===== config.mk =====
export PLATFORM = sky130hd
export DESIGN_NAME = lock_bit_protection
export DESIGN_NICKNAME = d
export VERILOG_FILES = /design/src/hdl/lock_prot_pkg.sv /design/src/hdl/lock_bit_protection.sv
export SDC_FILE = /design/constraint.sdc
export NUM_CORES = 1
export LEC_CHECK = 0
export BUFFER_PORTS_ARGS = -buffer_cell sky130_fd_sc_hd__buf_2
export CAP_MARGIN = 20
export CORE_MARGIN = 4
export CORE_UTILIZATION = 44
export DETAILED_ROUTE_END_ITERATION = 12
export PLACE_DENSITY = 0.87
export SYNTH_ARGS = -nofsm -noshare
export SYNTH_HDL_FRONTEND = slang
export SYNTH_SLANG_ARGS = --single-unit
export TNS_END_PERCENT = 10

===== constraint.sdc =====
create_clock -name clk_sys -period 3 [get_ports clk_sys]
set_clock_uncertainty 0.05 [all_clocks]
set_input_delay 0.6 -clock clk_sys [delete_from_list [all_inputs] [get_ports clk_sys]]
set_output_delay 0.6 -clock clk_sys [all_outputs]
set_load 0.01 [all_outputs]

===== src/hdl/lock_prot_pkg.sv =====
package lock_prot_pkg;
    // protection byte field positions
    localparam int EXT_LO_POS  = 0;
    localparam int EXT_HI_POS  = 1;
    localparam int APP_LO_POS  = 2;
    localparam int APP_HI_POS  = 3;
    localparam int BOOT_LO_POS = 4;
    localparam int BOOT_HI_POS = 5;
    localparam int LOCK_BITS   = 6;
    // value after reset and after whole-chip erase
    localparam logic [7:0] LOCK_DEFAULT = 8'hec;
    localparam logic [7:0] LOCK_ERASED  = 8'hff;
    localparam logic [7:0] UNUSED_MASK  = 8'hc0;
    // two-bit mode pair codes (hi, lo)
    localparam logic [1:0] PAIR_MODE1 = 2'h3;
    localparam logic [1:0] PAIR_MODE2 = 2'h2;
    localparam logic [1:0] PAIR_MODE3 = 2'h0;
    localparam logic [1:0] PAIR_MODE4 = 2'h1;
endpackage


===== src/hdl/lock_bit_protection.sv =====
`timescale 1ns/100ps
// What this block does
// - six protection bits; 1 is unprogrammed, 0 is programmed and restricts.
// - writes never return protection bits to 1; whole-chip erase sets all six, reset reloads LOCK_DEFAULT.
// - byte layout boot hi/lo bits 5:4, app 3:2, ext 1:0; top two read 1.
// - external mode 1 imposes no external restriction.
// - external mode 2 blocks flash/eeprom programming and locks fuses.
// - external mode 3 also blocks verification and locks boot bits.
// - application mode 1 leaves application section unrestricted.
// - application mode 2 blocks self-program writes to application section.
// - application mode 3 blocks those writes and boot-code reads of application.
// - application mode 4 blocks boot-code reads of application section.
// - app modes 3/4 with boot vectors mask interrupts while in application.
// - boot mode 1 leaves boot section unrestricted.
// - boot mode 2 blocks self-program writes to boot section.
// - boot mode 3 blocks those writes and application-code reads of boot.
// - boot mode 4 blocks application-code reads of boot section.
// - boot modes 3/4 with application vectors mask interrupts while in boot.
module lock_bit_protection (
    input  wire logic       clk_sys,
    input  wire logic       rst_b,
    input  wire logic       chip_erase,
    input  wire logic       ext_prog_lock,
    input  wire logic [7:0] ext_prog_data,
    input  wire logic       self_prog_lock,
    input  wire logic [7:0] self_prog_data,
    input  wire logic       exec_in_boot,
    input  wire logic       vectors_in_boot,
    output logic      [7:0] lock_byte,
    output logic            ext_prog_block,
    output logic            ext_verify_block,
    output logic            fuse_lock,
    output logic            boot_bits_lock,
    output logic            app_write_block,
    output logic            app_read_block,
    output logic            boot_write_block,
    output logic            boot_read_block,
    output logic            irq_mask
);
    // stored protection bits and the value they take at the next edge
    logic [5:0] lock_ff;
    logic [5:0] nxt_lock;

    // per-requester write masks: a 0 programs a bit, a 1 leaves it alone
    logic [5:0] ext_mask;
    logic [5:0] cpu_mask;
    logic [5:0] prog_mask;

    // names for the four codes of a mode pair
    typedef enum logic [1:0] {
        PAIR_THREE = 2'h0,
        PAIR_FOUR  = 2'h1,
        PAIR_TWO   = 2'h2,
        PAIR_ONE   = 2'h3
    } pair_mode_e;

    // the three mode pairs
    pair_mode_e ext_mode;
    pair_mode_e app_mode;
    pair_mode_e boot_mode;

    // decoded permissions, registered one edge later
    logic       nxt_ext_prog_block;
    logic       nxt_ext_verify_block;
    logic       nxt_fuse_lock;
    logic       nxt_boot_bits_lock;
    logic       nxt_app_write_block;
    logic       nxt_app_read_block;
    logic       nxt_boot_write_block;
    logic       nxt_boot_read_block;
    logic       nxt_irq_mask;

    // map a hi/lo bit pair onto its mode
    function automatic pair_mode_e to_mode(input logic [1:0] m);
        case (m)
            lock_prot_pkg::PAIR_MODE1: to_mode = PAIR_ONE;
            lock_prot_pkg::PAIR_MODE2: to_mode = PAIR_TWO;
            lock_prot_pkg::PAIR_MODE3: to_mode = PAIR_THREE;
            default:                   to_mode = PAIR_FOUR;
        endcase
    endfunction

    // self-program writes into a section are refused in modes 2 and 3
    function automatic logic write_blk(input pair_mode_e m);
        case (m)
            PAIR_TWO:   write_blk = 1'b1;
            PAIR_THREE: write_blk = 1'b1;
            default:    write_blk = 1'b0;
        endcase
    endfunction

    // cross-section reads are refused in modes 3 and 4
    function automatic logic read_blk(input pair_mode_e m);
        case (m)
            PAIR_THREE: read_blk = 1'b1;
            PAIR_FOUR:  read_blk = 1'b1;
            default:    read_blk = 1'b0;
        endcase
    endfunction

    // external programming refused in every mode but mode 1
    function automatic logic ext_restricted(input pair_mode_e m);
        case (m)
            PAIR_ONE: ext_restricted = 1'b0;
            default:  ext_restricted = 1'b1;
        endcase
    endfunction

    // external verification refused and boot_bits_lock raised in mode 3 only
    function automatic logic ext_full_lock(input pair_mode_e m);
        case (m)
            PAIR_THREE: ext_full_lock = 1'b1;
            default:    ext_full_lock = 1'b0;
        endcase
    endfunction

    // interrupts off while running in one section with vectors in the other, if its reads are guarded
    function automatic logic irq_gate(input pair_mode_e far_mode, input logic vec_far, input logic run_near);
        irq_gate = read_blk(far_mode) && vec_far && run_near;
    endfunction

    // pair extraction, each pair on its own
    assign ext_mode  = to_mode({lock_ff[lock_prot_pkg::EXT_HI_POS],  lock_ff[lock_prot_pkg::EXT_LO_POS]});
    assign app_mode  = to_mode({lock_ff[lock_prot_pkg::APP_HI_POS],  lock_ff[lock_prot_pkg::APP_LO_POS]});
    assign boot_mode = to_mode({lock_ff[lock_prot_pkg::BOOT_HI_POS], lock_ff[lock_prot_pkg::BOOT_LO_POS]});

    // external lock write: boot and application bits frozen while fuses or boot bits are locked
    always_comb begin
        ext_mask = 6'h3f;
        if (ext_prog_lock) begin
            ext_mask = ext_prog_data[5:0];
            if (fuse_lock) begin
                ext_mask[5:2] = 4'hf;
            end
            if (boot_bits_lock) begin
                ext_mask[5:2] = 4'hf;
            end
        end
    end

    // cpu lock write reaches the boot and application bits only
    always_comb begin
        cpu_mask = 6'h3f;
        if (self_prog_lock) begin
            cpu_mask = {self_prog_data[5:2], 2'h3};
        end
    end

    // writes may only program bits; erase alone returns them to 1 and wins over writes
    always_comb begin
        prog_mask = ext_mask & cpu_mask;
        nxt_lock  = lock_ff & prog_mask;
        if (chip_erase) begin
            nxt_lock = lock_prot_pkg::LOCK_ERASED[5:0];
        end
    end

    // external programming refused outside mode 1
    always_comb begin
        nxt_ext_prog_block = ext_restricted(ext_mode);
    end

    // fuses locked outside external mode 1
    always_comb begin
        nxt_fuse_lock = ext_restricted(ext_mode);
    end

    // verification refused in external mode 3
    always_comb begin
        nxt_ext_verify_block = ext_full_lock(ext_mode);
    end

    // boot and application bits locked in external mode 3
    always_comb begin
        nxt_boot_bits_lock = ext_full_lock(ext_mode);
    end

    // self-program writes into the application section
    always_comb begin
        nxt_app_write_block = write_blk(app_mode);
    end

    // reads of the application section by boot code
    always_comb begin
        nxt_app_read_block = read_blk(app_mode) && exec_in_boot;
    end

    // self-program writes into the boot section
    always_comb begin
        nxt_boot_write_block = write_blk(boot_mode);
    end

    // reads of the boot section by application code
    always_comb begin
        nxt_boot_read_block = read_blk(boot_mode) && !exec_in_boot;
    end

    // interrupt gating in either direction
    always_comb begin
        nxt_irq_mask = irq_gate(app_mode, vectors_in_boot, !exec_in_boot)
                    || irq_gate(boot_mode, !vectors_in_boot, exec_in_boot);
    end

    // lock storage, reloaded with the default at reset
    always_ff @(posedge clk_sys or negedge rst_b) begin
        if (!rst_b) begin
            lock_ff <= lock_prot_pkg::LOCK_DEFAULT[5:0];
        end else begin
            lock_ff <= nxt_lock;
        end
    end

    // protection byte image, unused top bits read 1
    always_ff @(posedge clk_sys or negedge rst_b) begin
        if (!rst_b) begin
            lock_byte <= lock_prot_pkg::LOCK_DEFAULT;
        end else begin
            lock_byte <= {lock_prot_pkg::UNUSED_MASK[7:6], lock_ff};
        end
    end

    // external programming permission, updated on the same edge as the byte
    always_ff @(posedge clk_sys or negedge rst_b) begin
        if (!rst_b) begin
            ext_prog_block <= 1'b1;
        end else begin
            ext_prog_block <= nxt_ext_prog_block;
        end
    end

    // external verification permission
    always_ff @(posedge clk_sys or negedge rst_b) begin
        if (!rst_b) begin
            ext_verify_block <= 1'b1;
        end else begin
            ext_verify_block <= nxt_ext_verify_block;
        end
    end

    // fuse lock
    always_ff @(posedge clk_sys or negedge rst_b) begin
        if (!rst_b) begin
            fuse_lock <= 1'b1;
        end else begin
            fuse_lock <= nxt_fuse_lock;
        end
    end

    // boot and application bit lock
    always_ff @(posedge clk_sys or negedge rst_b) begin
        if (!rst_b) begin
            boot_bits_lock <= 1'b1;
        end else begin
            boot_bits_lock <= nxt_boot_bits_lock;
        end
    end

    // application write guard
    always_ff @(posedge clk_sys or negedge rst_b) begin
        if (!rst_b) begin
            app_write_block <= 1'b0;
        end else begin
            app_write_block <= nxt_app_write_block;
        end
    end

    // application read guard
    always_ff @(posedge clk_sys or negedge rst_b) begin
        if (!rst_b) begin
            app_read_block <= 1'b0;
        end else begin
            app_read_block <= nxt_app_read_block;
        end
    end

    // boot write guard
    always_ff @(posedge clk_sys or negedge rst_b) begin
        if (!rst_b) begin
            boot_write_block <= 1'b1;
        end else begin
            boot_write_block <= nxt_boot_write_block;
        end
    end

    // boot read guard
    always_ff @(posedge clk_sys or negedge rst_b) begin
        if (!rst_b) begin
            boot_read_block <= 1'b0;
        end else begin
            boot_read_block <= nxt_boot_read_block;
        end
    end

    // interrupt mask
    always_ff @(posedge clk_sys or negedge rst_b) begin
        if (!rst_b) begin
            irq_mask <= 1'b0;
        end else begin
            irq_mask <= nxt_irq_mask;
        end
    end
endmodule


==> qor.csv, run 1 <==
stage,metric,value,unit
outcome,status,completed,
job,cap_viol_max_count,0,
hold_path,hp-class,primary input to asynchronous set/reset pin,
grt,grt-ovfl-total,0,
final_layout,diodes,0,
drt,drt-total-wl,1250,um
grt,grt_pass1_wl,1930,um
critical_path,worstPathArrival,1010,ps
final_layout,area_delta_synth_final,25.4,%
synth,synth_ff_type,dfrtp_1,
critical_path,critical_path.top_delay_family,flip-flops,
synth,synth-xor-area-share,0,%
synth,synth.area.top_cells,"dfrtp_1 (36%), dfstp_2 (34%), or4b_1 (5.8%), a31o_1 (5.1%), nand2b_1 (4.5%)",
drt,avgRoutedWirePerCell,12.9,um
critical_path,crit_fanout,6,
critical_path,max_stage_delay,580,ps
place,dp.cells,93,
synth,yosysTopAreaCellShare,36.2,%
power_and_ir_drop,p_per_area,547,nW/um2
synth,yosysMostFrequentCell,dfrtp_1,
die,die_h,47.6,um
critical_path,critPathCaptureType,output port,
cts,clockRootBuffer,clkbuf_4,
synth,syn_area,691,um2
die,start_util,46.4,%
synth,synthMuxAreaShare,0,%
synth,synth_edf_count,0,
final_layout,utilization,58.2,%
cts,postCtsSetupBuffers,0,
final_layout,instances_no_fill,97,
synth,synth_top_family_by_area,simple AND/OR/NAND/NOR gates,
critical_path,cp.required,2350,ps
drt,dr.pass1.iters,3,
cts,clk_latency,290,ps
timing,fmax,0.602,GHz
synth,seq_area_frac_synth,70.5,%
drt,drt_iter0_markers,4,
place,port_buffers,31,
final_layout,fin_nets,105,
timing,finalCriticalPeriod,1660,ps
die,ios,40,
timing,period_share,55.3,%
synth,ys_seq_elements,19,
grt,grt_pass1_vias,489,
cts,path_clk_slew,100,ps
timing,finalSetupTns,0,ps
cts,cts_made_buffers,3,
critical_path,slowest_stage,dfstp_2,
cts,clock_path_buffers,2,
power_and_ir_drop,p_leak,0.432,nW
synth,synth_fa_ha_area_share,0,%
grt,grt_antenna_before_repair,0,
cts,cts.repair.resized,0,
synth,syn_area_per_cell,14.1,um2
timing,rsz0062_at_grt,no,
die,dieWidth,47.6,um
synth,synth_common_cells,"dfrtp_1 (10), dfstp_2 (9), nand2b_1 (5)",
cts,holdBufCountCts,0,
synth,synth.distinct_cells,14,
final_layout,drive_above_1_share,53.1,%
synth,synthCells,49,
power_and_ir_drop,peakVddDrop,0.262,mV
synth,async_reset_ff_share,100,%
timing,finalMaxSlewViolations,0,
die,die_area,2270,um2
cts,cts_sinks,19,
die,core_area,1490,um2
synth,yosysTopAreaCell,dfrtp_1,
synth,synth-compound-area-share,8.51,%
cts,ctsHtreeMaxLevel,1,
cts,cts_tree,done,
drt,drc,0,
timing,finalSetupViolCount,0,
grt,grt_start_max_net_pins,20,
die,rows,14,
critical_path,startpoint_type,register,
critical_path,crit_type,register to output port,
drt,vias,472,
critical_path,cp.buffers_inverters,1,
drt,ant_nets,0,
synth,ys_warn_count,0,
critical_path,path_cells,buf_2,
drt,vias_per_cell,4.87,
grt,track_usage,12.6,%
timing,finalHoldViolations,0,
synth,synthSimpleGateAreaFrac,15.0,%
place,place_congestion,0.688,
-- worst register-to-register path: stages (launching register included) --
cell	delay, ps
dfstp_2	400
or4b_1	530
a31o_1	220
-- worst paths after layout --
check | startpoint | end | slack [ps] | cells past startpoint
max in group asynchronous | rst_b | fuse_lock$_DFF_PN1_ | 2420 | 1
max | boot_bits_lock$_DFF_PN1_ | ext_verify_block | 1340 | 1
min in group clk_sys | lock_ff[2]$_DFF_PN1_ | lock_byte[2]$_DFF_PN1_ | 330 | 0
min | rst_b | lock_ff[0]$_DFF_PN0_ | 170 | 1
max reg2reg | fuse_lock$_DFF_PN1_ | lock_ff[4]$_DFF_PN0_ | 1700 | 2
min reg2reg | lock_ff[2]$_DFF_PN1_ | lock_byte[2]$_DFF_PN1_ | 330 | 0
-- cell families (layout without fill, tap and decap cells) --
kind of cell / after synthesis / after routing
AO/OA/AOI/OAI: 7 / 7
other: 1 / 2
AND/OR/NAND/NOR: 16 / 16
buffers and inverters: 6 / 37
flip-flops: 19 / 19
-- metal layers --
metal / global-route usage (%) / part of all wire [%] / up-vias / wire length [um]
met3: 4.51 / 13 / 2 / 158
met5: 0 / 0 / - / 0
met4: 6.45 / 1.1 / 0 / 14
li1: - / - / 225 / -
met2: 22.7 / 51 / 26 / 641
met1: 12.5 / 35 / 219 / 439
-- cell usage in the layout, fill, tap and decap left out, drive strengths merged --
cell,synthesis,routed
nand2,1,1
a31o,4,4
dfrtp,10,10
a22o,1,1
or2b,1,1
dfstp,9,9
nor2b,1,1
a21o,2,2
inv,2,2
or4b,4,4
buf,4,31
conb,1,2
clkbuf,0,4
nand2b,5,5
nor2,4,4
-- report_power, final --
group          total (mW)  leakage, nW  switching (mW)  internal [mW]
Combinational      0.0568        0.209          0.0289         0.0278
Sequential          0.293        0.208          0.0103          0.283
Clock               0.124       0.0150          0.0721         0.0517
Total               0.474        0.432           0.111          0.362
-- flip-flops by register name, indices dropped and copies added (netlist names) --
register / cells
app_read_block: 1
lock_ff: 6
irq_mask: 1
boot_read_block: 1
lock_byte: 6
fuse_lock: 1
boot_bits_lock: 1
app_write_block: 1
boot_write_block: 1
-- area by class of cell --
cell class	count	area, um2
repair buffers	31	155
well taps	16	20.0
clock buffers	4	26.3
flip-flops and latches	19	487
multi-input cells	25	170
fillers	126	623
inverters	2	7.51
-- through the flow --
stage | instance area [um2] | power [mW] | worst slack [ps] | hold slack (ps)
6_report | 866 | 0.474 | 1340 | 166
4_1_cts | 866 | 0.482 | 1320 | 176
2_1_floorplan | 694 | 0.325 | 1560 | 254
3_3_place_gp | 840 | 0.353 | 1450 | 315
3_5_place_dp | 840 | 0.356 | 1430 | 319
5_1_grt | 866 | 0.501 | 1280 | 185
Note: power is estimated with default switching activity, not from simulation.
==> inputs of run 2 (changes only) <==
Settings changed: ABC_AREA set to 1, CORE_UTILIZATION 44 to 41, PLACE_DENSITY 0.87 to 0.82.
Clock period 3 ns to 1.7 ns, I/O delays scaled along.
==> run 2 against run 1 <==
Critical path depth did not move. Clock power grew 69%. Register-to-register slack worse by 970 ps. Synthesized area is 1.6% higher.
==> qor.csv, run 2 <==
stage,metric,value,unit,change
outcome,status,completed,,
cts,ctsHtreeMaxLevel,1,,unchanged
grt,grt-ovfl-total,0,,unchanged
final_layout,stdcell_area,887,um2,+2.5%
synth,syn_area_per_cell,10.3,um2,-27%
synth,synth.distinct_cells,12,,-2
critical_path,critPathCaptureType,output port,,
power_and_ir_drop,peakVddDrop,0.468,mV,+78%
synth,yosysMostFrequentCell,nand2_1,,
die,dieWidth,49.4,um,+3.7%
cts,cts_made_buffers,3,,unchanged
die,ios,40,,unchanged
cts,cts_tree,done,,
final_layout,fin_nets,125,,+19%
cts,postCtsSetupBuffers,0,,unchanged
place,place_congestion,0.727,,+5.6%
critical_path,cp.buffers_inverters,1,,unchanged
drt,avgRoutedWirePerCell,10.6,um,-18%
final_layout,diodes,0,,unchanged
drt,dr.pass1.iters,3,,unchanged
synth,yosysTopAreaCell,dfrtp_1,,
synth,ys_seq_elements,19,,unchanged
die,core_area,1560,um2,+4.7%
drt,drt-total-wl,1240,um,-0.80%
cts,clk_latency,280,ps,about the same
critical_path,max_stage_delay,580,ps,about the same
grt,track_usage,10.9,%,-1.6 points
timing,finalHoldViolations,0,,unchanged
grt,grt_antenna_before_repair,0,,unchanged
final_layout,area_delta_synth_final,26.4,%,
timing,finalSetupViolCount,0,,unchanged
cts,clockRootBuffer,clkbuf_4,,
final_layout,drive_above_1_share,44.6,%,-8.5 points
critical_path,r2r-end,lock_ff[5]$_DFF_PN1_,,
die,rows,14,,unchanged
final_layout,final_cell_mix,"buf_2 (31), nand2_1 (17), inv_1 (10), dfrtp_1 (10), dfstp_2 (9)",,
cts,path_clk_slew,90,ps,about the same
die,start_util,45.0,%,-1.4 points
critical_path,startpoint_type,register,,
timing,finalSetupTns,0,ps,unchanged
place,hpwl,994,um,
cts,cts_sinks,19,,unchanged
synth,syn_area,702,um2,+1.6%
final_layout,layout.cells.most_common,buf_2,,
critical_path,crit_start,boot_bits_lock$_DFF_PN1_,,
die,die_area,2440,um2,+7.5%
cts,holdBufCountCts,1,,+1
critical_path,cp.required,1310,ps,-1040 ps
power_and_ir_drop,p_leak,0.502,nW,+16%
synth,synth_ff_type,dfrtp_1,,
critical_path,r2r_setup_slack,730,ps,-970 ps
synth,synth_edf_count,0,,unchanged
synth,synthCells,68,,+39%
drt,ant_nets,0,,unchanged
critical_path,reg2reg_depth,4,,+2
hold_path,min_from,exec_in_boot,,
critical_path,worstPathArrival,1000,ps,about the same
grt,grt_pass1_vias,478,,-2.2%
synth,seq_area_frac_synth,69.3,%,-1.1 points
die,die_h,49.4,um,+3.7%
critical_path,crit_type,register to output port,,
synth,yosysTopAreaCellShare,35.7,%,-0.58 points
drt,drt_iter0_markers,10,,+6
critical_path,cp-endpoint,boot_bits_lock,,
job,cap_viol_max_count,0,,unchanged
synth,ys_warn_count,0,,unchanged
critical_path,crit_fanout,6,,unchanged
drt,vias,516,,+9.3%
timing,finalMaxSlewViolations,0,,unchanged
cts,cts.repair.resized,0,,unchanged
drt,vias_per_cell,4.41,,-9.4%
synth,synth.area.top_cells,"dfrtp_1 (36%), dfstp_2 (34%), nand2_1 (9.1%), inv_1 (5.3%), buf_4 (4.3%)",,
synth,async_reset_ff_share,100,%,unchanged
timing,period_share,81.9,%,
critical_path,path_cells,buf_2,,
place,port_buffers,31,,unchanged
cts,clock_path_buffers,2,,unchanged
timing,finalCriticalPeriod,1390,ps,
drt,drc,0,,unchanged
critical_path,r2r_start,lock_ff[5]$_DFF_PN1_,,
critical_path,slowest_stage,dfstp_2,,
power_and_ir_drop,p_per_area,945,nW/um2,+73%
place,placed_cell_area,851,um2,+1.3%
final_layout,top_regs,"lock_byte: 6 flops, lock_ff: 6 flops",,
synth,synth_common_cells,"nand2_1 (17), dfrtp_1 (10), inv_1 (10), dfstp_2 (9), nor2_1 (8)",,
grt,grt_pass1_wl,2060,um,+7.2%
timing,rsz0062_at_grt,no,,
grt,grt_start_max_net_pins,20,,unchanged
timing,fmax,0.718,GHz,
critical_path,critical_path.top_delay_family,flip-flops,,
hold_path,hp-class,primary input to register,,
critical_path,path_depth,1,,unchanged
==> run 2: cell count changes in the layout (fill, tap and decap cells not counted), moves of 2 or more <==
cell,delta
nor2_1,+4
a31o_1,-4
a21o_1,-2
nand2_1,+16
inv_1,+8
or4b_1,-4
nand2b_1,-5
o21ai_0,+2
a21oi_1,+4
==> run 2: cells by family (layout without fill, tap and decap cells) <==
| family | Yosys count | in the layout | share of synthesized area [%] |
|---|---|---|---|
| buffers and inverters | 15 | 47 | 10.2 |
| flip-flops | 19 | 19 | 69.3 |
| AND/OR/NAND/NOR | 27 | 27 | 15.7 |
| other | 1 | 2 | 0.534 |
| AO/OA/AOI/OAI | 6 | 6 | 4.28 |
==> run 2: through the flow <==
| stage | instances | power (mW) | hold WS (ps) | util, % | setup slack [ps] |
|---|---|---|---|---|---|
| after floorplan | 69 | 0.583 | -5.59 | - | 611 |
| after global placement | 112 | 0.633 | 230 | 54.6 | 622 |
| after detailed placement | 112 | 0.638 | 242 | 54.6 | 620 |
| after CTS | 117 | 0.852 | 168 | 56.9 | 297 |
| after global routing | 117 | 0.890 | 173 | 56.9 | 266 |
| final | 117 | 0.838 | 179 | 56.9 | 307 |
==> run 2: area by class of cell <==
| cell class | count | area [um2] |
|---|---|---|
| Multi-Input combinational cell | 35 | 148 |
| Timing Repair Buffer | 32 | 165 |
| Inverter | 11 | 41.3 |
| Clock buffer | 4 | 26.3 |
| Sequential cell | 19 | 487 |
| Tap cell | 16 | 20.0 |
| Fill cell | 135 | 672 |
==> run 2: routing by layer <==
metal | share of wire, % | vias to the layer above | track usage (%)
met3 | 6.7 | 2 | 2.45
met2 | 50 | 21 | 18.5
met4 | 1.7 | 0 | 5.53
met1 | 42 | 231 | 12.8
met5 | 0 | - | 0
li1 | - | 262 | -
==> run 2: worst min path at each step <==
stage	end	depth (start not counted)
after floorplan	app_read_block$_DFF_PN0_	0
after global routing	boot_read_block$_DFF_PN0_	2
after CTS	boot_read_block$_DFF_PN0_	2
after detailed placement	lock_byte[4]$_DFF_PN0_	1
final	boot_read_block$_DFF_PN0_	2
after global placement	app_write_block$_DFF_PN0_	1
==> run 2: where the power goes <==
part | internal, mW | switching [mW] | total (mW) | leakage, nW
sequential | 0.499 | 0.0163 | 0.515 | 0.208
combinational | 0.0481 | 0.0646 | 0.113 | 0.278
clock | 0.0909 | 0.119 | 0.210 | 0.0150
total | 0.638 | 0.200 | 0.838 | 0.502
